$ cat config.mk
export PLATFORM = sky130hd
export DESIGN_NAME = monitor_status_flag_bank
export DESIGN_NICKNAME = d
export VERILOG_FILES = /design/src/hw/monitor_status_pkg.sv /design/src/hw/general_pin_bank.sv /design/src/hw/monitor_status_flag_bank.sv
export VERILOG_INCLUDE_DIRS = /design/src /design/src/hw
export SDC_FILE = /design/constraint.sdc
export NUM_CORES = 1
export LEC_CHECK = 0
export BUFFER_PORTS_ARGS = -buffer_cell sky130_fd_sc_hd__buf_2
export CAP_MARGIN = 20
export CORE_MARGIN = 2
export CORE_UTILIZATION = 48
export DETAILED_ROUTE_END_ITERATION = 10
export PLACE_DENSITY_LB_ADDON = 0.08
export SYNTH_ARGS = -nofsm -noshare
export SYNTH_HDL_FRONTEND = slang
export SYNTH_SLANG_ARGS = --single-unit
$ cat constraint.sdc
create_clock -name i_clk -period 1.45 [get_ports i_clk]
set_clock_uncertainty 0.15 [all_clocks]
set_input_delay 0.29 -clock i_clk [delete_from_list [all_inputs] [get_ports i_clk]]
set_output_delay 0.29 -clock i_clk [all_outputs]
set_load 0.03 [all_outputs]
$ cat src/hw/monitor_status_regs.svh
// Offsets, field positions and reset values of the status flag bank
`ifndef MONITOR_STATUS_REGS_SVH
`define MONITOR_STATUS_REGS_SVH

// Register offsets
`define FAN_FLAGS_OFS     8'h22
`define MISC_FLAGS_OFS    8'h23
`define PIN_LOW_OFS       8'h24

// Power-on value of every flag register
`define FLAGS_RESET_VAL   8'h00

// Field positions in the misc event flag register
`define INT_TEMP_BIT      3'd0
`define BACKUP_CELL_BIT   3'd1
`define AUX_ANALOG_BIT    3'd2
`define OVERTEMP_BIT      3'd3
`define COOLING_BIT       3'd4
`define UNUSED_BIT        3'd5
`define INTRUSION_BIT     3'd6
`define PIN16_BIT         3'd7

// Read answer for an unmapped offset
`define UNMAPPED_VAL      8'h00

`endif
$ cat src/hw/monitor_status_pkg.sv
// Types shared by the status flag bank files
package monitor_status_pkg;

	typedef logic [7:0] flag_byte_t;
	typedef logic [7:0] reg_addr_t;

endpackage

$ cat src/hw/general_pin_bank.sv
// General-purpose pin status bits with polarity and direction handling
`timescale 1ns/1ps
`include "monitor_status_regs.svh"

module general_pin_bank #(
	parameter int N = 8
) (
	input  wire logic         i_clk,
	input  wire logic         i_rstn,
	input  wire logic [N-1:0] i_dir_out,
	input  wire logic [N-1:0] i_pol,
	input  wire logic [N-1:0] i_pin_in,
	input  wire logic         i_wr,
	input  wire logic [N-1:0] i_wr_data,
	output logic      [N-1:0] o_status,
	output logic      [N-1:0] o_pin_out,
	output logic      [N-1:0] o_pin_oe
);

	logic [N-1:0] status_q;
	logic [N-1:0] status_d;
	logic [N-1:0] pin_out_q;
	logic [N-1:0] pin_oe_q;

	// Input pins show asserted level, output pins keep written value
	always_comb begin
		for (int k = 0; k < N; k++) begin
			if (!i_dir_out[k]) begin
				status_d[k] = (i_pin_in[k] == i_pol[k]);
			end else if (i_wr) begin
				status_d[k] = i_wr_data[k];
			end else begin
				status_d[k] = status_q[k];
			end
		end
	end

	// Status bits
	always_ff @(posedge i_clk or negedge i_rstn) begin
		if (!i_rstn) begin
			status_q <= '0;
		end else begin
			status_q <= status_d;
		end
	end

	// Pin drive: asserted level follows polarity, high polarity = high
	always_ff @(posedge i_clk or negedge i_rstn) begin
		if (!i_rstn) begin
			pin_out_q <= '0;
			pin_oe_q  <= '0;
		end else begin
			pin_out_q <= ~(status_d ^ i_pol);
			pin_oe_q  <= i_dir_out;
		end
	end

	assign o_status  = status_q;
	assign o_pin_out = pin_out_q;
	assign o_pin_oe  = pin_oe_q;

	// Input pins read their asserted state one edge later
	chk_pin_input: assert property (@(posedge i_clk) disable iff (!i_rstn)
		!i_dir_out[0] |=> status_q[0] == ($past(i_pin_in[0]) == $past(i_pol[0])))
		else $error("input pin status wrong");

	// Writes land on output pins and drive the asserted level
	chk_pin_write: assert property (@(posedge i_clk) disable iff (!i_rstn)
		i_wr && i_dir_out[0] |=> status_q[0] == $past(i_wr_data[0])
			&& pin_out_q[0] == ~($past(i_wr_data[0]) ^ $past(i_pol[0])))
		else $error("output pin write not applied");

	// Writes to an input pin are ignored
	chk_pin_readonly: assert property (@(posedge i_clk) disable iff (!i_rstn)
		i_wr && !i_dir_out[0] && (i_pin_in[0] != i_pol[0]) |=> !status_q[0])
		else $error("input pin bit took a write");

endmodule

$ cat src/hw/monitor_status_flag_bank.sv
// Status flag register bank of the system monitor
`timescale 1ns/1ps
`include "monitor_status_regs.svh"

module monitor_status_flag_bank (
	input  wire logic       i_clk,
	input  wire logic       i_rstn,
	// Register port
	input  wire logic [7:0] i_addr,
	input  wire logic       i_wr,
	input  wire logic [7:0] i_wr_data,
	input  wire logic       i_rd,
	output logic      [7:0] o_rd_data,
	output logic            o_rd_valid,
	// Measurement results, sampled on conversion end
	input  wire logic       i_conv_done,
	input  wire logic [7:0] i_fan_over_limit,
	input  wire logic       i_int_temp_out,
	input  wire logic       i_backup_cell_out,
	input  wire logic       i_aux_analog_out,
	// Event pulses
	input  wire logic       i_int_overtemp_evt,
	input  wire logic       i_any_overtemp_evt,
	input  wire logic       i_cooling_evt,
	input  wire logic       i_intrusion_evt,
	input  wire logic       i_intrusion_clear,
	// Pin configuration
	input  wire logic [7:0] i_pin_dir_out,
	input  wire logic [7:0] i_pin_cfg_lo,
	input  wire logic [7:0] i_pin_cfg_hi,
	input  wire logic       i_pin16_dir_out,
	input  wire logic       i_pin16_pol,
	// Pins
	input  wire logic [7:0] i_pin_in,
	output logic      [7:0] o_pin_out,
	output logic      [7:0] o_pin_oe,
	input  wire logic       i_pin16_in,
	output logic            o_pin16_out,
	output logic            o_pin16_oe
);

	monitor_status_pkg::flag_byte_t fan_q;
	logic                           int_limit_q;
	logic                           int_evt_q;
	logic                           cell_q;
	logic                           aux_q;
	logic                           overtemp_q;
	logic                           cooling_q;
	logic                           intrusion_q;
	logic [7:0]                     pin_lo_status;
	logic                           pin16_status;
	logic [7:0]                     pin_pol;
	monitor_status_pkg::flag_byte_t misc_flags;
	monitor_status_pkg::flag_byte_t rd_data_q;
	logic                           rd_valid_q;
	logic                           rd_misc;
	logic                           wr_misc;
	logic                           wr_pin_lo;

	// Offset decode, also used for read side effects
	function automatic logic hit(input logic [7:0] a, input logic [7:0] ofs);
		hit = (a == ofs);
	endfunction

	// Polarity of pin k sits at odd bit 2(k mod 4)+1 of its config register (lo for pins 0-3, hi for 4-7)
	function automatic logic [7:0] pick_pol(input logic [7:0] lo,
		input logic [7:0] hi);
		logic [7:0] p;
		p = '0;
		for (int k = 0; k < 4; k++) begin
			p[k]     = lo[2*k+1];
			p[k + 4] = hi[2*k+1];
		end
		pick_pol = p;
	endfunction

	assign pin_pol   = pick_pol(i_pin_cfg_lo, i_pin_cfg_hi);
	assign rd_misc   = i_rd && hit(i_addr, `MISC_FLAGS_OFS);
	assign wr_misc   = i_wr && hit(i_addr, `MISC_FLAGS_OFS);
	assign wr_pin_lo = i_wr && hit(i_addr, `PIN_LOW_OFS);

	// Limit flags follow the last conversion
	always_ff @(posedge i_clk or negedge i_rstn) begin
		if (!i_rstn) begin
			fan_q       <= `FLAGS_RESET_VAL;
			int_limit_q <= 1'b0;
			cell_q      <= 1'b0;
			aux_q       <= 1'b0;
		end else if (i_conv_done) begin
			fan_q       <= i_fan_over_limit;
			int_limit_q <= i_int_temp_out;
			cell_q      <= i_backup_cell_out;
			aux_q       <= i_aux_analog_out;
		end
	end

	// One-shot event flags, cleared by reading, a new event wins
	always_ff @(posedge i_clk or negedge i_rstn) begin
		if (!i_rstn) begin
			int_evt_q  <= 1'b0;
			overtemp_q <= 1'b0;
			cooling_q  <= 1'b0;
		end else begin
			int_evt_q  <= i_int_overtemp_evt | (int_evt_q & ~rd_misc);
			overtemp_q <= i_any_overtemp_evt | (overtemp_q & ~rd_misc);
			cooling_q  <= i_cooling_evt | (cooling_q & ~rd_misc);
		end
	end

	// Intrusion latch, held until its own clear
	always_ff @(posedge i_clk or negedge i_rstn) begin
		if (!i_rstn) begin
			intrusion_q <= 1'b0;
		end else begin
			intrusion_q <= i_intrusion_evt
				| (intrusion_q & ~i_intrusion_clear);
		end
	end

	// Misc flag register image
	always_comb begin
		misc_flags                  = `FLAGS_RESET_VAL;
		misc_flags[`INT_TEMP_BIT]    = int_limit_q | int_evt_q;
		misc_flags[`BACKUP_CELL_BIT] = cell_q;
		misc_flags[`AUX_ANALOG_BIT]  = aux_q;
		misc_flags[`OVERTEMP_BIT]    = overtemp_q;
		misc_flags[`COOLING_BIT]     = cooling_q;
		misc_flags[`UNUSED_BIT]      = 1'b0;
		misc_flags[`INTRUSION_BIT]   = intrusion_q;
		misc_flags[`PIN16_BIT]       = pin16_status;
	end

	// Read answer, one edge after the strobe
	always_ff @(posedge i_clk or negedge i_rstn) begin
		if (!i_rstn) begin
			rd_data_q  <= `FLAGS_RESET_VAL;
			rd_valid_q <= 1'b0;
		end else begin
			rd_valid_q <= i_rd;
			if (i_rd) begin
				if (hit(i_addr, `FAN_FLAGS_OFS)) begin
					rd_data_q <= fan_q;
				end else if (hit(i_addr, `MISC_FLAGS_OFS)) begin
					rd_data_q <= misc_flags;
				end else if (hit(i_addr, `PIN_LOW_OFS)) begin
					rd_data_q <= pin_lo_status;
				end else begin
					rd_data_q <= `UNMAPPED_VAL;
				end
			end
		end
	end

	assign o_rd_data  = rd_data_q;
	assign o_rd_valid = rd_valid_q;

	// Pins 0 to 7
	general_pin_bank #(.N(8)) u_pin_lo (
		.i_clk     (i_clk),
		.i_rstn    (i_rstn),
		.i_dir_out (i_pin_dir_out),
		.i_pol     (pin_pol),
		.i_pin_in  (i_pin_in),
		.i_wr      (wr_pin_lo),
		.i_wr_data (i_wr_data),
		.o_status  (pin_lo_status),
		.o_pin_out (o_pin_out),
		.o_pin_oe  (o_pin_oe)
	);

	// Pin 16, its bit lives in the misc flag register
	general_pin_bank #(.N(1)) u_pin16 (
		.i_clk     (i_clk),
		.i_rstn    (i_rstn),
		.i_dir_out (i_pin16_dir_out),
		.i_pol     (i_pin16_pol),
		.i_pin_in  (i_pin16_in),
		.i_wr      (wr_misc),
		.i_wr_data (i_wr_data[`PIN16_BIT]),
		.o_status  (pin16_status),
		.o_pin_out (o_pin16_out),
		.o_pin_oe  (o_pin16_oe)
	);

	// Fan flags copy the conversion result
	chk_fan_capture: assert property (@(posedge i_clk) disable iff (!i_rstn)
		i_conv_done |=> fan_q == $past(i_fan_over_limit))
		else $error("fan flags not captured");

	// Internal temperature limit shows in bit 0
	chk_int_limit: assert property (@(posedge i_clk) disable iff (!i_rstn)
		i_conv_done && i_int_temp_out |=> misc_flags[0])
		else $error("internal limit flag missing");

	// Internal overtemperature transitions set bit 0 until read
	chk_int_event: assert property (@(posedge i_clk) disable iff (!i_rstn)
		i_int_overtemp_evt ##1 !rd_misc |=> int_evt_q)
		else $error("internal overtemp event lost");

	// Cell and aux flags follow the conversion
	chk_cell_aux: assert property (@(posedge i_clk) disable iff (!i_rstn)
		i_conv_done |=> misc_flags[2:1] ==
			{$past(i_aux_analog_out), $past(i_backup_cell_out)})
		else $error("cell or aux flag wrong");

	// Any overtemperature transition sets bit 3
	chk_overtemp_evt: assert property (@(posedge i_clk) disable iff (!i_rstn)
		i_any_overtemp_evt |=> misc_flags[3])
		else $error("overtemp flag not set");

	// Cooling switch sets bit 4, a read clears it
	chk_cooling_evt: assert property (@(posedge i_clk) disable iff (!i_rstn)
		i_cooling_evt |=> misc_flags[4] and
			((rd_misc && !i_cooling_evt) |=> !misc_flags[4]))
		else $error("cooling flag set or clear wrong");

	// Unused bit reads zero
	chk_unused_zero: assert property (@(posedge i_clk) disable iff (!i_rstn)
		rd_valid_q && $past(rd_misc) |-> !rd_data_q[5])
		else $error("unused bit read as one");

	// Intrusion stays latched without a clear
	chk_intrusion_hold: assert property (@(posedge i_clk) disable iff (!i_rstn)
		intrusion_q && !i_intrusion_clear |=> intrusion_q)
		else $error("intrusion latch dropped");

	// Fan register read returns the flags
	chk_fan_read: assert property (@(posedge i_clk)
		disable iff (!i_rstn)
		i_rd && hit(i_addr, `FAN_FLAGS_OFS) |=>
			rd_valid_q && rd_data_q == $past(fan_q))
		else $error("fan register read wrong");

	// Fan flags hold between conversions
	chk_fan_hold: assert property (@(posedge i_clk)
		disable iff (!i_rstn)
		!i_conv_done |=> fan_q == $past(fan_q))
		else $error("fan flags changed without conversion");

	// Misc read returns the image from before the clear
	chk_misc_read: assert property (@(posedge i_clk)
		disable iff (!i_rstn)
		rd_misc |=> rd_valid_q && rd_data_q == $past(misc_flags))
		else $error("misc register read wrong");

	// Limit results hold between conversions
	chk_limit_hold: assert property (@(posedge i_clk)
		disable iff (!i_rstn)
		!i_conv_done |=> {int_limit_q, cell_q, aux_q} ==
			$past({int_limit_q, cell_q, aux_q}))
		else $error("limit flags changed without conversion");

	// Read clears the internal event part of bit 0
	chk_int_clear: assert property (@(posedge i_clk)
		disable iff (!i_rstn)
		rd_misc && !i_int_overtemp_evt |=> !int_evt_q)
		else $error("internal event not cleared");

	// Read clears bit 3 unless a new event arrives
	chk_overtemp_clear: assert property (@(posedge i_clk)
		disable iff (!i_rstn)
		rd_misc && !i_any_overtemp_evt |=> !misc_flags[3])
		else $error("overtemp flag not cleared");

	// Cooling flag stays set until read
	chk_cooling_hold: assert property (@(posedge i_clk)
		disable iff (!i_rstn)
		misc_flags[4] && !rd_misc |=> misc_flags[4])
		else $error("cooling flag dropped");

	// Intrusion event sets bit 6
	chk_intrusion_set: assert property (@(posedge i_clk)
		disable iff (!i_rstn)
		i_intrusion_evt |=> misc_flags[6])
		else $error("intrusion flag not set");

	// Pin 16 input shows its asserted state in bit 7
	chk_pin16_input: assert property (@(posedge i_clk)
		disable iff (!i_rstn)
		!i_pin16_dir_out |=> misc_flags[7] ==
			($past(i_pin16_in) == $past(i_pin16_pol)))
		else $error("pin 16 input status wrong");

	// Pin 16 write drives the asserted level
	chk_pin16_drive: assert property (@(posedge i_clk)
		disable iff (!i_rstn)
		wr_misc && i_pin16_dir_out |=> o_pin16_oe && o_pin16_out ==
			($past(i_wr_data[`PIN16_BIT]) == $past(i_pin16_pol)))
		else $error("pin 16 drive wrong");

	// Pin 0 to 7 register read returns the status bits
	chk_pin_lo_read: assert property (@(posedge i_clk)
		disable iff (!i_rstn)
		i_rd && hit(i_addr, `PIN_LOW_OFS) |=>
			rd_valid_q && rd_data_q == $past(pin_lo_status))
		else $error("pin status read wrong");

	// Polarity comes from the odd bits of both config registers
	chk_pol_pick: assert property (@(posedge i_clk)
		disable iff (!i_rstn)
		pin_pol == {i_pin_cfg_hi[7], i_pin_cfg_hi[5], i_pin_cfg_hi[3],
			i_pin_cfg_hi[1], i_pin_cfg_lo[7], i_pin_cfg_lo[5],
			i_pin_cfg_lo[3], i_pin_cfg_lo[1]})
		else $error("pin polarity mapping wrong");

endmodule

==> impl_results.md <==
* Area overhead of the layout relative to synthesis at 50.1%
* #FFs+latches synth at 51
* Initial antenna violation count at 0
* Status: finished with violations
* Clock tree root driver cell: clkbuf_8
* Vias in the first global route at 2016
* Most repeated cell in the gate-level netlist after synthesis: dfrtp_1
* Async S/R FF share, synth at 100%
* Count of inserted antenna diode cells at 0
* Met2 global-route usage at between 30% and 40%
* Most used flip-flop cell after synthesis: dfrtp_1
* Kind of critical path: in2reg
* Post-layout total power at around 3.2 mW
* CP peak stage delay at approximately 0.55 ns
* Antenna Violating Nets Remaining at 0
* Synthesized netlist net count at slightly below 300
* Post-synthesis cell type count at a little over 40
* Library cell with the largest summed area after synthesis: dfrtp_1
* Final wirelength at between 5 and 6 mm
* Chip width at 74.3 microns
* Pleak at around 1.6 nW
* Post-synthesis area per instance at 10.8 sq um
* Max Slew Vio Count at 0
* Clk Latency, worst-skew pair at around 0.3 ns
* CP delay by family, top: simple AND/OR/NAND/NOR gates
* Required @ worst endpoint at ~1.5 ns
* Total Negative Setup Slacks at -6.34 ns
* Largest fanout on the critical path at 15
* RSZ-0062 raised after global routing: yes
* Global-route usage over all layers at approximately 22%
* Maximum achievable frequency at about 560 MHz
* Worst vdd rail ir drop at 532 uV
* GRT overflow at 0
* Effective utilization at floorplan at approximately half
* Gate count after technology mapping at ~220
* Period utilisation layout at 123%
* Total number of placement rows at 25
* Placeable core region at 4750 sq um
* Final critical delay including setup and external delays at approximately 1.8 ns
* Number of placed instances, taps included at approximately 390
* Hold violation total from the final report at 0
* Count of flip-flops with a built-in enable after synthesis at 0
* Fraction of final layout cells sized beyond drive strength 1 at 47.3%
* CTS tree: yes
* Die area at around 5500 sq um
* Instance area at placement at between 3000 and 4000 sq um
* Clock sink total at 51
* Final non-filler cell area at 3560 sq um
* Clock Pin Slew Worst Setup and Hold Paths at approximately 0.1 ns
* Min Hold Slack at about 0.013 ns
* Total CTS buffers at 5
* Final setup violation count at 29
* Violated checks: setup timing
* Post-DP HPWL at 4.23 mm
* Critical path cell sequence: buf_6, or4b_4, buf_12, o31a_1, or3_1, a31oi_1
* Number of top-level design ports at slightly below 100
* Drt initial violations at between 70 and 80
* Average routed wire per standard cell at roughly 13 microns
* Gr busiest metal: met2
* Share of the yosys chip area belonging to registers at around 54%
* Final estimated routing congestion in global placement at about 0.77
* Final design utilization at approximately 75%
* Largest cells by area after synthesis: dfrtp_1, mux2_2, o21ai_0
* Number of H-tree levels at 2
* Worst setup slack before clock tree synthesis at -0.693 ns
* Least setup slack across all paths after layout at -0.339 ns
* Net count, final at 422
* Category of the worst setup path capture point: flop
* Critical-path cell with the highest stage delay: or4b_4
* Final standard cell count with taps included and fillers excluded at approximately 420
* Yosys warning count at 0
* CP bufs+invs at 2
* Startpoint Class: input pin
* Final routed DRC violation total at 0
* CTS max path bufs at 2
* Post-synth top area share at between 50% and 60%
* Maximum number of pins on one net before global-route repair at 42
* Via/cell ratio at just over 5
* Power per unit of standard cell area at ~900 nW/um^2
* Area of the mapped netlist at ~2400 sq um
* Tightest Hold Check Type: in2reg
* Rel. slew slack at 80.3%
* Die boundary height at about 74 microns
* Critical Path AT at about 1.9 ns
* Via total after detailed routing at 2144
* Number of detailed-route iterations in the first pass at 4
* First-pass GRT wire length at ~9 mm
* GRT met3 Usage at ~5.6%
* Top cell types by occurrence after synthesis: dfrtp_1, o21ai_0, nor2_1, inv_1, mux2_2
* Actual slew at the worst max-slew pin at a little under 0.3 ns
* Number of maximum-capacitance violations at 0
* Grt met1 use at 29.6%
* PortBufs at 90
-- routing by layer --
layer  part of all wire [%]  vias up
met5                      0        -
met4                   0.99        0
met3                    5.6        5
met2                     47       60
met1                     47     1010
li1                       -     1069
-- area by class of cell --
type | count | area, sq um
clock buffers | 6 | 82.6
clock inverters | 2 | 13.8
fillers | 371 | 1200
inverters | 14 | 52.6
multi-input cells | 144 | 1190
flip-flops and latches | 51 | 1280
well taps | 67 | 83.8
repair buffers | 134 | 860
-- timing repair --
item / in CTS / in global routing
hold endpoints to repair: 18 / 0
buffers inserted: 3 / 4
hold buffers: 9 / 0
pin swaps: 6 / 10
resized for setup: 12 / 7
endpoints found under the setup margin: 29 / 29
-- logic make-up after synthesis --
| family | count (synthesis) | synth area share [%] |
|---|---|---|
| AO/OA/AOI/OAI | 70 | 19.7 |
| buffers and inverters | 24 | 4.49 |
| XOR/XNOR | 9 | 3.33 |
| flip-flops | 51 | 53.9 |
| multiplexers | 11 | 5.23 |
| AND/OR/NAND/NOR | 54 | 13.4 |
-- report_power, final --
group / leakage [nW] / internal, mW / switching [mW]
combinational: 0.989 / 0.332 / 0.392
clock: 0.0516 / 0.391 / 0.466
sequential: 0.597 / 1.54 / 0.0584
total: 1.64 / 2.26 / 0.917
-- path summary, 6_finish.rpt --
| path | startpoint | end | slack [ns] | cells past startpoint |
|---|---|---|---|---|
| hold reg to reg | intrusion_q$_DFF_PN0_ | intrusion_q$_DFF_PN0_ | 0.35 | 1 |
| max in group asynchronous | i_rstn | o_rd_data[5]$_DFFE_PN0P_ | 0.41 | 3 |
| setup / recovery | i_addr[6] | u_pin_lo.o_pin_out[0]$_DFF_PN0_ | -0.34 | 6 |
| min in group asynchronous | i_rstn | u_pin_lo.o_pin_out[7]$_DFF_PN0_ | 0.24 | 2 |
| hold / removal | i_pin_dir_out[7] | u_pin_lo.o_pin_oe[7]$_DFF_PN0_ | 0.01 | 1 |
| setup reg to reg | u_pin16.o_status$_DFF_PN0_ | u_pin16.o_pin_out$_DFF_PN0_ | 0.12 | 4 |
-- flip-flops by register name (all words and copies together) (netlist names) --
| name | flops |
|---|---|
| u_pin_lo.o_pin_out | 8 |
| u_pin16.o_pin_out | 1 |
| overtemp_q | 1 |
| cell_q | 1 |
| cooling_q | 1 |
| int_limit_q | 1 |
| o_rd_data | 8 |
| u_pin16.o_pin_oe | 1 |
| intrusion_q | 1 |
| u_pin_lo.o_pin_oe | 8 |
| aux_q | 1 |
| o_rd_valid | 1 |
| int_evt_q | 1 |
| fan_q | 8 |
| u_pin_lo.o_status | 8 |
| u_pin16.o_status | 1 |
-- cell usage in the layout, fill, tap and decap left out, types with 2 or more instances in the layout --
master	instances
buf_2	89
dfrtp_1	51
buf_4	31
nor2_1	16
inv_1	14
nor4_4	10
o21ai_1	10
o21ai_0	10
mux2_2	10
dlygate4sd3_1	9
xor2_1	8
o31a_1	8
or3_1	8
a31oi_1	8
a21oi_1	7
nand2_1	6
a22o_1	6
a22oi_1	6
clkbuf_8	6
a21o_1	4
buf_12	4
o21ai_2	3
nor2b_1	2
o22ai_1	2
Note: power is estimated with default switching activity, not from simulation.
